### config.mk
export PLATFORM = sky130hd
export DESIGN_NAME = irq_cpu_end_flat
export DESIGN_NICKNAME = d
export VERILOG_FILES = /design/src/irq_pkg.sv /design/src/irq_link_if.sv /design/src/irq_cpu_end.sv /design/src/flat_wrapper.sv
export SDC_FILE = /design/constraint.sdc
export NUM_CORES = 1
export LEC_CHECK = 0
export ABC_AREA = 1
export BUFFER_PORTS_ARGS = -buffer_cell sky130_fd_sc_hd__buf_2
export CAP_MARGIN = 20
export CELL_PAD_IN_SITES_DETAIL_PLACEMENT = 1
export CELL_PAD_IN_SITES_GLOBAL_PLACEMENT = 1
export CORE_MARGIN = 5
export CORE_UTILIZATION = 45
export DETAILED_ROUTE_END_ITERATION = 12
export PLACE_DENSITY = 0.89
export SLEW_MARGIN = 20
export SYNTH_ARGS = -nofsm -noshare
export SYNTH_HDL_FRONTEND = slang
export SYNTH_SLANG_ARGS = --single-unit
### constraint.sdc
create_clock -name core_clk_i -period 2.9 [get_ports core_clk_i]
set_clock_uncertainty 0.2 [all_clocks]
set_input_delay 0.58 -clock core_clk_i [delete_from_list [all_inputs] [get_ports core_clk_i]]
set_output_delay 0.58 -clock core_clk_i [all_outputs]
set_load 0.05 [all_outputs]
### src/irq_pkg.sv
// Shared constants and types for the interrupt controller and its CPU end
package irq_pkg;
	localparam int NSRC   = 4;          // External interrupt lines
	localparam int SEL_W  = 2;          // Width of a source index
	localparam int PRIO_W = 2;          // Width of a priority level
	localparam int VEC_W  = 3;          // Width of a vector code
	localparam int SP_W   = 3;          // Width of the stack pointer
	localparam int OP_W   = 3;          // Width of a command code

	// Vector code that sends the CPU to the reset entry
	localparam logic [VEC_W-1:0] VEC_RESET = 3'h4;

	// Command codes on the CPU end's user port
	localparam logic [OP_W-1:0] OP_CFG = 3'h0;  // Port configuration write
	localparam logic [OP_W-1:0] OP_CLR = 3'h1;  // Clear a pending flag
	localparam logic [OP_W-1:0] OP_EN  = 3'h2;  // Load the enable mask
	localparam logic [OP_W-1:0] OP_POP = 3'h3;  // Condition-code pop
	localparam logic [OP_W-1:0] OP_SIM = 3'h4;  // Mask set instruction
	localparam logic [OP_W-1:0] OP_RIM = 3'h5;  // Mask clear instruction

	// Frame layout: A, X, then the condition codes, pushed last
	localparam logic [1:0]      FRAME_LAST = 2'h2;
	localparam logic [SP_W-1:0] FRAME_SIZE = 3'h3;

	// Values after reset
	localparam logic            IMASK_RST = 1'b1;
	localparam logic [NSRC-1:0] EN_RST    = 4'h0;
	localparam logic [SP_W-1:0] SP_RST    = 3'h0;

	typedef logic [NSRC-1:0]        src_mask_t;
	typedef logic [SEL_W-1:0]       src_sel_t;
	typedef logic [VEC_W-1:0]       vec_t;
	typedef logic [NSRC*PRIO_W-1:0] prio_map_t;
endpackage

### src/irq_link_if.sv
// Link between the interrupt controller and the CPU that services it
`timescale 1ns/1ns
`default_nettype none
interface irq_link_if;
	import irq_pkg::*;
	logic      cfg_access;  // Port direction or option register access, pulse
	logic      flag_clr;    // Pending flag clear, pulse
	src_sel_t  flag_sel;    // Source whose flag is cleared
	logic      en_wr;       // Enable mask load, pulse
	src_mask_t en_val;      // New enable mask
	logic      imask;       // Global interrupt mask bit, level
	logic      cc_pop;      // Condition-code pop executing, pulse
	logic      vec_fetch;   // Vector fetch, pulse
	logic      interrupt_return;        // Hardware interrupt return, pulse
	logic      irq_req;     // Request to the CPU, level
	logic      vec_valid;   // Vector answer, pulse
	vec_t      vec;         // Vector code
	logic      spur_reset;  // Unwanted reset, pulse
	src_mask_t pin_level;   // Synchronised pin levels
	src_mask_t sense;       // Rising (1) or falling (0) edge per pin

	modport dev_mp (
		input  cfg_access, flag_clr, flag_sel, en_wr, en_val, imask, cc_pop,
		input  vec_fetch, interrupt_return,
		output irq_req, vec_valid, vec, spur_reset, pin_level, sense
	);
	modport cpu_mp (
		output cfg_access, flag_clr, flag_sel, en_wr, en_val, imask, cc_pop,
		output vec_fetch, interrupt_return,
		input  irq_req, vec_valid, vec, spur_reset, pin_level, sense
	);
endinterface
`default_nettype wire

### src/irq_cpu_end.sv
// CPU end: safe mask, clear, pop and port-write sequences, interrupt entry
`timescale 1ns/1ns
`default_nettype none
module irq_cpu_end (
	input  wire logic               core_clk_i,
	input  wire logic               resetn_i,
	irq_link_if.cpu_mp              link,
	input  wire logic               cmd_valid_i,
	input  wire logic [2:0]         cmd_op_i,
	input  wire irq_pkg::src_sel_t  cmd_sel_i,
	input  wire irq_pkg::src_mask_t cmd_data_i,
	output logic                    cmd_ready_o,
	output logic                    done_o,
	output logic                    missed_o,
	output logic                    svc_o,
	output irq_pkg::src_sel_t       svc_src_o,
	output logic                    reset_fetch_o,
	output logic                    imask_o,
	output logic                    sema_o
);
	import irq_pkg::*;

	typedef enum logic [14:0] {
		ST_IDLE     = 15'h0001,  // Waiting for a command or a request
		ST_CFG_ACC  = 15'h0002,  // Port configuration access
		ST_CFG_POST = 15'h0004,  // Sample the level after the write
		ST_CFG_CHK  = 15'h0008,  // Compare levels, test the semaphore
		ST_CFG_OUT  = 15'h0010,  // Drop the semaphore, finish
		ST_PUSH     = 15'h0020,  // Build the three-entry frame
		ST_ISR      = 15'h0040,  // Routine body
		ST_INTERRUPT_RETURN     = 15'h0080,  // Unwind the frame
		ST_VEC      = 15'h0100,  // Fetch the vector
		ST_VWAIT    = 15'h0200,  // Wait for the vector
		ST_CLR_SET  = 15'h0400,  // Push codes, set the mask
		ST_CLR_DO   = 15'h0800,  // Clear the flag under the mask
		ST_POP_SET  = 15'h1000,  // Set the mask ahead of a pop
		ST_POP_DO   = 15'h2000,  // Pop the condition codes
		ST_EN       = 15'h4000   // Load the enable mask
	} cpu_state_t;

	cpu_state_t      state_reg;     // Sequencer state
	cpu_state_t      ret_reg;       // State to resume after a routine
	logic            imask_reg;     // Global interrupt mask bit
	logic            sema_reg;      // Missed-edge semaphore
	logic            masked_reg;    // Port write began with the mask set
	logic            before_reg;    // Pin level before the write
	logic            after_reg;     // Pin level after the write
	logic            hw_reg;        // Routine entered by hardware
	src_sel_t        sel_reg;       // Source named by the command
	src_sel_t        src_reg;       // Source of the running routine
	src_mask_t       data_reg;      // Enable mask to load
	logic [1:0]      push_cnt_reg;  // Frame entry being pushed
	logic [SP_W-1:0] sp_reg;        // Stack depth
	logic [7:0]      ccstk_reg;     // Saved mask bits, one per depth
	logic            done_reg;      // Command finished pulse
	logic            missed_reg;    // Missed edge recovered pulse
	logic            svc_reg;       // Routine ran pulse
	logic            rst_reg;       // Reset vector taken pulse
	logic            accept;        // Command taken this cycle
	logic            take_irq;      // Interrupt entry this cycle
	logic            edge_seen;     // Level change matching the sense
	logic            is_reset;      // Vector answer is the reset vector

	assign accept   = (state_reg == ST_IDLE) & cmd_valid_i & ~link.irq_req;
	// Only the idle, post-write and level-check waits may be interrupted; the device
	// already folds the mask bit into its request
	assign take_irq = link.irq_req & ((state_reg == ST_IDLE) |
		(state_reg == ST_CFG_POST) | (state_reg == ST_CFG_CHK));
	// Level change in the programmed direction only
	assign edge_seen = link.sense[sel_reg] ? (~before_reg & after_reg) :
		(before_reg & ~after_reg);
	assign is_reset  = link.vec == VEC_RESET;

	// Sequencer
	always_ff @(posedge core_clk_i) begin
		if (!resetn_i) begin
			state_reg    <= ST_IDLE;
			ret_reg      <= ST_IDLE;
			masked_reg   <= 1'b0;
			before_reg   <= 1'b0;
			after_reg    <= 1'b0;
			hw_reg       <= 1'b0;
			sel_reg      <= '0;
			src_reg      <= '0;
			data_reg     <= '0;
			push_cnt_reg <= '0;
		end else if (take_irq) begin
			ret_reg   <= state_reg;
			state_reg <= ST_VEC;
		end else begin
			unique case (state_reg)
				ST_IDLE: begin
					if (accept) begin
						sel_reg    <= cmd_sel_i;
						data_reg   <= cmd_data_i;
						before_reg <= link.pin_level[cmd_sel_i];
						masked_reg <= imask_reg;
						unique case (cmd_op_i)
							OP_CFG:  state_reg <= ST_CFG_ACC;
							OP_CLR:  state_reg <= ST_CLR_SET;
							OP_EN:   state_reg <= ST_EN;
							OP_POP:  state_reg <= ST_POP_SET;
							default: state_reg <= ST_IDLE;
						endcase
					end
				end
				ST_CFG_ACC:  state_reg <= ST_CFG_POST;
				ST_CFG_POST: begin
					after_reg <= link.pin_level[sel_reg];
					state_reg <= ST_CFG_CHK;
				end
				ST_CFG_CHK: begin
					if (masked_reg) begin
						// Stay one more pass, now unmasked, so a late
						// hardware entry can still claim the semaphore
						masked_reg <= 1'b0;
					end else if (edge_seen && sema_reg) begin
						hw_reg    <= 1'b0;
						src_reg   <= sel_reg;
						ret_reg   <= ST_CFG_OUT;
						state_reg <= ST_PUSH;
					end else begin
						state_reg <= ST_CFG_OUT;
					end
				end
				ST_CFG_OUT:  state_reg <= ST_IDLE;
				ST_PUSH: begin
					if (push_cnt_reg == FRAME_LAST) begin
						push_cnt_reg <= '0;
						state_reg    <= ST_ISR;
					end else begin
						push_cnt_reg <= push_cnt_reg + 2'h1;
					end
				end
				ST_ISR:      state_reg <= ST_INTERRUPT_RETURN;
				ST_INTERRUPT_RETURN:     state_reg <= ret_reg;
				ST_VEC:      state_reg <= ST_VWAIT;
				ST_VWAIT: begin
					if (link.vec_valid) begin
						if (is_reset) begin
							state_reg <= ST_IDLE;
						end else begin
							hw_reg    <= 1'b1;
							src_reg   <= link.vec[SEL_W-1:0];
							state_reg <= ST_PUSH;
						end
					end
				end
				ST_CLR_SET:  state_reg <= ST_CLR_DO;
				ST_CLR_DO:   state_reg <= ST_POP_DO;
				ST_POP_SET:  state_reg <= ST_POP_DO;
				ST_POP_DO:   state_reg <= ST_IDLE;
				ST_EN:       state_reg <= ST_IDLE;
			endcase
		end
	end

	// Global mask bit; the pop restores whatever was saved with it
	always_ff @(posedge core_clk_i) begin
		if (!resetn_i) begin
			imask_reg <= IMASK_RST;
		end else if (state_reg == ST_VWAIT && link.vec_valid && is_reset) begin
			imask_reg <= IMASK_RST;
		end else if (accept && cmd_op_i == OP_SIM) begin
			imask_reg <= 1'b1;
		end else if (accept && cmd_op_i == OP_RIM) begin
			imask_reg <= 1'b0;
		end else if (state_reg == ST_CFG_CHK && masked_reg) begin
			imask_reg <= 1'b0;
		end else if (state_reg == ST_PUSH && push_cnt_reg == FRAME_LAST && hw_reg) begin
			imask_reg <= 1'b1;
		end else if (state_reg == ST_CLR_SET || state_reg == ST_POP_SET) begin
			imask_reg <= 1'b1;
		end else if (state_reg == ST_INTERRUPT_RETURN || state_reg == ST_POP_DO) begin
			imask_reg <= ccstk_reg[sp_reg - 3'h1];
		end
	end

	// Semaphore: raised around a port write, dropped by any routine
	always_ff @(posedge core_clk_i) begin
		if (!resetn_i) begin
			sema_reg <= 1'b0;
		end else if (state_reg == ST_ISR || state_reg == ST_CFG_OUT) begin
			sema_reg <= 1'b0;
		end else if (accept && cmd_op_i == OP_CFG && !imask_reg) begin
			sema_reg <= 1'b1;
		end else if (state_reg == ST_CFG_CHK && masked_reg && edge_seen) begin
			sema_reg <= 1'b1;
		end
	end

	// Stack: three entries per frame, the mask bit rides with the last
	always_ff @(posedge core_clk_i) begin
		if (!resetn_i) begin
			sp_reg    <= SP_RST;
			ccstk_reg <= '0;
		end else if (state_reg == ST_VWAIT && link.vec_valid && is_reset) begin
			sp_reg <= SP_RST;
		end else if (state_reg == ST_PUSH || state_reg == ST_CLR_SET) begin
			if (state_reg == ST_CLR_SET || push_cnt_reg == FRAME_LAST) begin
				ccstk_reg[sp_reg] <= imask_reg;
			end
			sp_reg <= sp_reg + 3'h1;
		end else if (state_reg == ST_INTERRUPT_RETURN) begin
			sp_reg <= sp_reg - FRAME_SIZE;
		end else if (state_reg == ST_POP_DO) begin
			sp_reg <= sp_reg - 3'h1;
		end
	end

	// Status pulses towards the user side
	always_ff @(posedge core_clk_i) begin
		if (!resetn_i) begin
			done_reg   <= 1'b0;
			missed_reg <= 1'b0;
			svc_reg    <= 1'b0;
			rst_reg    <= 1'b0;
			svc_src_o  <= '0;
		end else begin
			done_reg <= (accept && cmd_op_i != OP_CFG && cmd_op_i != OP_CLR &&
				cmd_op_i != OP_EN && cmd_op_i != OP_POP) ||
				state_reg == ST_CFG_OUT || state_reg == ST_POP_DO ||
				state_reg == ST_EN;
			missed_reg <= state_reg == ST_CFG_CHK && !masked_reg && !take_irq &&
				edge_seen && sema_reg;
			svc_reg <= state_reg == ST_ISR;
			rst_reg <= state_reg == ST_VWAIT && link.vec_valid && is_reset;
			if (state_reg == ST_ISR) begin
				svc_src_o <= src_reg;
			end
		end
	end

	// Strobes; a flag is cleared only inside its own hardware routine
	// or under the mask, never in a software-called routine
	assign link.cfg_access = state_reg == ST_CFG_ACC;
	assign link.flag_clr   = (state_reg == ST_ISR && hw_reg) ||
		state_reg == ST_CLR_DO;
	assign link.flag_sel   = (state_reg == ST_ISR) ? src_reg : sel_reg;
	assign link.en_wr      = state_reg == ST_EN;
	assign link.en_val     = data_reg;
	assign link.imask      = imask_reg;
	assign link.cc_pop     = state_reg == ST_POP_DO;
	assign link.vec_fetch  = state_reg == ST_VEC;
	assign link.interrupt_return       = state_reg == ST_INTERRUPT_RETURN && hw_reg;

	assign cmd_ready_o   = (state_reg == ST_IDLE) & ~link.irq_req;
	assign done_o        = done_reg;
	assign missed_o      = missed_reg;
	assign svc_o         = svc_reg;
	assign reset_fetch_o = rst_reg;
	assign imask_o       = imask_reg;
	assign sema_o        = sema_reg;
endmodule
`default_nettype wire

### src/flat_wrapper.sv
// flat-port wrapper written by rule: the top's interface ports become plain ports
module irq_cpu_end_flat import irq_pkg::*;
  (core_clk_i, resetn_i, cmd_valid_i, cmd_op_i, cmd_sel_i, cmd_data_i, cmd_ready_o, done_o, missed_o, svc_o, svc_src_o, reset_fetch_o, imask_o, sema_o, link_cfg_access, link_flag_clr, link_flag_sel, link_en_wr, link_en_val, link_imask, link_cc_pop, link_vec_fetch, link_interrupt_return, link_irq_req, link_vec_valid, link_vec, link_spur_reset, link_pin_level, link_sense);
  irq_link_if link_i ();
  input  wire logic core_clk_i;
  input  wire logic resetn_i;
  input  wire logic cmd_valid_i;
  input  wire logic [2:0] cmd_op_i;
  input  wire irq_pkg::src_sel_t cmd_sel_i;
  input  wire irq_pkg::src_mask_t cmd_data_i;
  output logic cmd_ready_o;
  output logic done_o;
  output logic missed_o;
  output logic svc_o;
  output irq_pkg::src_sel_t svc_src_o;
  output logic reset_fetch_o;
  output logic imask_o;
  output logic sema_o;
  output wire logic [$bits(link_i.cfg_access)-1:0] link_cfg_access;
  output wire logic [$bits(link_i.flag_clr)-1:0] link_flag_clr;
  output wire logic [$bits(link_i.flag_sel)-1:0] link_flag_sel;
  output wire logic [$bits(link_i.en_wr)-1:0] link_en_wr;
  output wire logic [$bits(link_i.en_val)-1:0] link_en_val;
  output wire logic [$bits(link_i.imask)-1:0] link_imask;
  output wire logic [$bits(link_i.cc_pop)-1:0] link_cc_pop;
  output wire logic [$bits(link_i.vec_fetch)-1:0] link_vec_fetch;
  output wire logic [$bits(link_i.interrupt_return)-1:0] link_interrupt_return;
  input wire logic [$bits(link_i.irq_req)-1:0] link_irq_req;
  input wire logic [$bits(link_i.vec_valid)-1:0] link_vec_valid;
  input wire logic [$bits(link_i.vec)-1:0] link_vec;
  input wire logic [$bits(link_i.spur_reset)-1:0] link_spur_reset;
  input wire logic [$bits(link_i.pin_level)-1:0] link_pin_level;
  input wire logic [$bits(link_i.sense)-1:0] link_sense;
  assign link_cfg_access = link_i.cfg_access;
  assign link_flag_clr = link_i.flag_clr;
  assign link_flag_sel = link_i.flag_sel;
  assign link_en_wr = link_i.en_wr;
  assign link_en_val = link_i.en_val;
  assign link_imask = link_i.imask;
  assign link_cc_pop = link_i.cc_pop;
  assign link_vec_fetch = link_i.vec_fetch;
  assign link_interrupt_return = link_i.interrupt_return;
  assign link_i.irq_req = link_irq_req;
  assign link_i.vec_valid = link_vec_valid;
  assign link_i.vec = link_vec;
  assign link_i.spur_reset = link_spur_reset;
  assign link_i.pin_level = link_pin_level;
  assign link_i.sense = link_sense;
  irq_cpu_end u_core (.core_clk_i(core_clk_i), .resetn_i(resetn_i), .link(link_i), .cmd_valid_i(cmd_valid_i), .cmd_op_i(cmd_op_i), .cmd_sel_i(cmd_sel_i), .cmd_data_i(cmd_data_i), .cmd_ready_o(cmd_ready_o), .done_o(done_o), .missed_o(missed_o), .svc_o(svc_o), .svc_src_o(svc_src_o), .reset_fetch_o(reset_fetch_o), .imask_o(imask_o), .sema_o(sema_o));
endmodule
Yosys cells after proc, flatten, opt, wreduce, memory -nomap -nowiden
Cells that the tools add are included.
{ "word_totals": {"out_inout_bits": 22, "romBits": 0, "n_memories": 0, "reg_bits": 63, "word_cells": 186, "latchBits": 0, "ram_bits": 0, "input_bits": 26} }
{ "op_classes": {"muxes": 49, "n_eq_ne": 36, "multipliers": 0, "n_shift": 0, "addsub": 4, "n_lt_le_gt_ge": 5, "n_reduce_logical": 58, "bitwise": 14, "n_div": 0} }
{ "op_table": {"columns": ["op", "count"], "rows": [
  ["15-bit case mux with 12 select lines", 1],
  ["15-bit 2-to-1 mux", 8],
  ["15-bit case mux with 4 select lines", 1],
  ["1-bit logical AND", 22],
  ["1-bit 2-to-1 mux", 18],
  ["15-bit by 1-bit equality test with 1-bit output (second input constant)", 1],
  ["15-bit by 10-bit equality test with 1-bit output (second input constant)", 1],
  ["15-bit by 11-bit equality test with 1-bit output (second input constant)", 1],
  ["15-bit by 12-bit equality test with 1-bit output (second input constant)", 1],
  ["15-bit by 13-bit equality test with 1-bit output (second input constant)", 1],
  ["15-bit by 14-bit equality test with 1-bit output (second input constant)", 1],
  ["15-bit equality test (second input constant)", 1],
  ["15-bit by 2-bit equality test with 1-bit output (second input constant)", 1],
  ["15-bit by 3-bit equality test with 1-bit output (second input constant)", 1],
  ["15-bit by 4-bit equality test with 1-bit output (second input constant)", 1],
  ["15-bit by 5-bit equality test with 1-bit output (second input constant)", 1],
  ["15-bit by 6-bit equality test with 1-bit output (second input constant)", 1],
  ["15-bit by 7-bit equality test with 1-bit output (second input constant)", 1],
  ["15-bit by 8-bit equality test with 1-bit output (second input constant)", 1],
  ["15-bit by 9-bit equality test with 1-bit output (second input constant)", 1],
  ["2-bit 2-to-1 mux", 6],
  ["6-bit 2-to-1 mux", 2],
  ["3-bit by 2-bit != test with 1-bit output (second input constant)", 4],
  ["3-bit AND reduction", 4],
  ["37 further kinds", 85]
]} }

Depth between registers and ports, before layout
{ "depth": {"depth_word": 10, "depth_mapped": 13, "depth_no_buf": 13} }

Least setup slack after synthesis
OpenSTA, ideal clock, no wires.
{ "synth_timing": {"path_kind": "register -> output", "startpoint": "register u_core.state_reg[14]", "endpoint": "output link_flag_clr", "path_slack_ps": 23, "path_buffers": 1, "arrival_ps": 2097, "path_stages_with_launch": 7, "required_ps": 2120, "path_cell_list": "dfxtp_1 -> nor2_2 -> nand2_2 -> nor2_8 -> buf_6 -> nand2_1 -> o21ai_0"} }
{ "synth_via": {"elab_chain_len": 3, "elab_cells_between_ends": 4, "cone_classes": "eq/ne: 2; reduce/logical: 2"} }
{ "synth_lines": {"columns": ["element", "line", "source"], "rows": [
  ["start: declaration", "irq_cpu_end.sv:41", "cpu_state_t state_reg;"],
  ["start signal: assignment", "irq_cpu_end.sv:136", "ST_INTERRUPT_RETURN: state_reg <= ret_reg;"],
  ["15-bit by 7-bit equality test with 1-bit output", "irq_cpu_end.sv:237", "assign link.flag_clr = (state_reg == ST_ISR && hw_reg) ||"],
  ["1-bit logical AND", "irq_cpu_end.sv:237", null],
  ["1-bit logical OR (*)", "irq_cpu_end.sv:237", null],
  ["end: declaration", "flat_wrapper.sv:20", "output wire logic [$bits(link_i.flag_clr)-1:0] link_flag_clr;"]
]} }
Every way passes the cells marked *; elsewhere a longest branch is shown, timed or not.

Worst setup path in the final report
{ "layout_timing": {"startpoint": "register u_core.state_reg[0]", "endpoint": "output link_flag_sel[0]"} }
{ "layout_via": {"elab_chain_len": 2} }
{ "layout_lines": {"columns": ["element", "line", "source"], "rows": [
  ["15-bit by 7-bit equality test with 1-bit output", "irq_cpu_end.sv:239", "assign link.flag_sel = (state_reg == ST_ISR) ? src_reg : sel_reg;"],
  ["2-bit 2-to-1 mux", "irq_cpu_end.sv:239", null],
  ["end: declaration", "flat_wrapper.sv:21", "output wire logic [$bits(link_i.flag_sel)-1:0] link_flag_sel;"]
]} }
Every way passes these cells.

==> results.cfg <==
[placement]
dpl_worst_slack_ns = 0.2898
number_of_buffers_inserted_by_port_buffering = 46
post-place-cells = 643
dpl.hpwl_mm = 7.898
detailed_place.area_um2 = 3895
gpl.final_weighted_congestion = 0.8545

[clock_network]
clk_transition_reported_paths_ns = 0.08
worst_skew_pair.late_latency_ns = 0.36
clock_tree.htree_level_count = 3
cts.root.buffer_cell = sky130_fd_sc_hd__clkbuf_8
numCtsBuffers = 9
cts.path.max_buffers = 2
number_of_sinks_on_the_clock_net = 63
post-cts-setup-buffers = 0
postCtsHoldBufs = 0
cts_tree = built

[floorplan]
starting_density_of_the_core = 0.4619
fp-row-count = 32
die_footprint_um2 = 9814
die_height_um = 99.07
dieWidth_um = 99.07
core_um2 = 7727
io_pins = 48

[timing]
slew_viol_final = 0
maxClockFrequency_mhz = 361.9
worst_pin_slew_ns = 0.5332
totalNegativeSetupSlack_ns = 0
fin_crit_ns = 2.763
final-hold-violation-count = 0
setup_violations = 0
final_min_period_over_clock_period = 0.9528
worst_path_setup_slack_after_routing_ns = 0.1369
rsz0062_at_grt = false
worst_hold_slack_across_all_endpoints_ns = 0.2415
max-slew-margin-rel = 0.6426

[cells_and_area]
final_cell_count_no_fill = 659
net_count_final = 580
antenna-diode-count = 0
drive_gt1_frac = 0.2460
design_area_um2 = 4084
layout-area-overhead-vs-synth_pct = 14.41
final_core_util = 0.5285
number_of_fill_cells_in_the_layout = 1044

[yosys]
syn_avg_cell_area_um2 = 7.083
synth.ff_latch_count = 63
synth-edff-count = 0
postSynth.topFlopCell = sky130_fd_sc_hd__dfxtp_1
synth.lib_cells_used.distinct = 42
syn-num-nets = 532
mappedNetlistArea_um2 = 3570
synth_warnings = 0
post_synthesis_async_set_or_reset_flop_share = 0
yosysSeqAreaShare = 0.3533
post_synth_inst_count = 504

[hold_path]
hold_path_end = u_core.link.en_val[0]
min_path_cells = 3
holdCritPathClass = primary input to flop
hp-start = cmd_data_i[0]

[power_and_ir_drop]
total_power_mw = 2.416
vdd.ir_drop.worst_v = 0.0003281
p_per_area_nw_per_um2 = 591.5
power.static_leakage_nw = 1.911

[setup_path]
worst_ep_required_time_ns = 2.12
critical-path-slowest-cell = sky130_fd_sc_hd__dfxtp_1
slowest_delay_ns = 0.40
crit-reg2reg-capture = u_core.sel_reg[1]
crit_type = flop to output pin
critical_path.startpoint = u_core.state_reg[0]
timing.critical_path.cells = nor2_4 > nand2_4 > nor2_2 > nand2_2 > inv_1 > nand2_1 > o21ai_0 > buf_4
largest_fanout_of_any_net_on_the_critical_path = 7
cp.arrival_ns = 1.98
type_of_element_launching_the_critical_path = flop
timing.reg2reg.setup_slack_ns = 0.47
worst_r2r_path_depth = 9
end_kind = output pin
rr_startpoint = u_core.state_reg[10]

[run]
max_cap_violation_count = 0

[grt]
remaining_global_route_overflow = 0
grt_first_pass_wirelength_mm = 18.37
grt_pass1_vias = 3810
grt_util_all_layers = 0.2349
grt_start_max_net_pins = 19
antenna_found_initial = 0

[routing]
drtIter0Drc = 144
drt_drc_violations_left = 0
drt-vias-per-instance = 5.317
vias = 3504
drt-total-wl_mm = 10.95
avgRoutedWirePerCell_um = 16.62
detail_route.first_pass.iterations = 4
postRouteAntennaNets = 0

[run_status]
outcome = finished clean
-- cells in the final DEF, fill, tap and decap left out, types with 6 or more instances in the layout --
cell	instances
sky130_fd_sc_hd__nand2_1	98
sky130_fd_sc_hd__nor2_1	72
sky130_fd_sc_hd__dfxtp_1	63
sky130_fd_sc_hd__inv_1	61
sky130_fd_sc_hd__nand3_1	44
sky130_fd_sc_hd__buf_2	44
sky130_fd_sc_hd__o21ai_0	26
sky130_fd_sc_hd__a21oi_1	21
sky130_fd_sc_hd__nand2_2	15
sky130_fd_sc_hd__nor3b_2	10
sky130_fd_sc_hd__clkbuf_8	9
sky130_fd_sc_hd__nor2_4	8
sky130_fd_sc_hd__nand4_1	8
sky130_fd_sc_hd__nand2_4	7
sky130_fd_sc_hd__inv_2	7
sky130_fd_sc_hd__nor2_2	6
-- kinds of logic (layout without fill, tap and decap cells) --
| kind of cell | Yosys count | count (layout) | synth area share |
|---|---|---|---|
| compound gates | 68 | 68 | 0.1097 |
| flops | 63 | 63 | 0.3533 |
| xor+xnor | 2 | 2 | 0.004908 |
| fa+ha+maj | 2 | 2 | 0.007009 |
| buf+inv | 83 | 136 | 0.09639 |
| simple gates | 286 | 286 | 0.4287 |
-- critical path: cells and delay by family, from the launching register on --
kind	cells	cell delay, ns
DFF	1	0.40
and+or+nand+nor	5	0.74
buffers and inverters	2	0.39
AOI/OAI and AO/OA	1	0.10
-- synthesized netlist by cell type (3+ instances only) --
library cell	count	area [µm²]
sky130_fd_sc_hd__a211oi_1	4	30.03
sky130_fd_sc_hd__a21oi_1	21	105.1
sky130_fd_sc_hd__a31oi_1	4	25.02
sky130_fd_sc_hd__buf_2	6	30.03
sky130_fd_sc_hd__clkbuf_1	4	15.01
sky130_fd_sc_hd__dfxtp_1	63	1261
sky130_fd_sc_hd__inv_1	61	229.0
sky130_fd_sc_hd__inv_2	7	26.28
sky130_fd_sc_hd__nand2_1	99	371.6
sky130_fd_sc_hd__nand2_2	14	87.58
sky130_fd_sc_hd__nand2_4	7	78.83
sky130_fd_sc_hd__nand3_1	44	220.2
sky130_fd_sc_hd__nand4_1	8	50.05
sky130_fd_sc_hd__nor2_1	73	274.0
sky130_fd_sc_hd__nor2_2	6	37.54
sky130_fd_sc_hd__nor2_4	7	78.83
sky130_fd_sc_hd__nor2_8	3	60.06
sky130_fd_sc_hd__nor3_2	4	40.04
sky130_fd_sc_hd__nor3b_2	10	125.1
sky130_fd_sc_hd__o21ai_0	26	130.1
sky130_fd_sc_hd__o21ai_1	4	20.02
-- area by class of cell --
type                    count  area, µm²  area share
clock buffers               9      123.9     0.03033
inverters                  69      261.5     0.06403
well taps                 102      127.6     0.03125
clock inverters             7      50.05     0.01225
multi-input cells         358       1974      0.4835
repair buffers             51      285.3     0.06985
flip-flops and latches     63       1261      0.3088
-- power by group --
group          internal, mW  switching [mW]
logic                 0.207           0.545
clock network         0.309           0.399
registers             0.912          0.0433
-- what timing repair did --
item                       CTS  global route
pin swaps                    0             1
resized for setup            2             3
setup endpoints to repair    2             2
hold endpoints to repair     0             0
-- worst max-delay path by stage --
stage / end / slack [ns] / depth (start not counted)
global route: link_flag_sel[0] / 0.004 / 8
floorplan: link_flag_clr / 0.02 / 6
finish: link_flag_sel[0] / 0.14 / 8
CTS: link_flag_sel[0] / 0.02 / 8
global placement: link_flag_sel[0] / 0.53 / 8
detailed placement: link_flag_sel[0] / 0.29 / 8
-- metal layers --
layer  vias to the layer above  wire length [µm]  part of all wire  GRT usage
met1                      1683              4686              0.43     0.2690
met3                        27               426             0.039    0.04105
met5                         -                 0                 0          0
li1                       1710                 -                 -          -
met4                         0               309             0.028    0.09454
met2                        84              5531              0.50     0.4282
(Power assumes the default switching activity.)
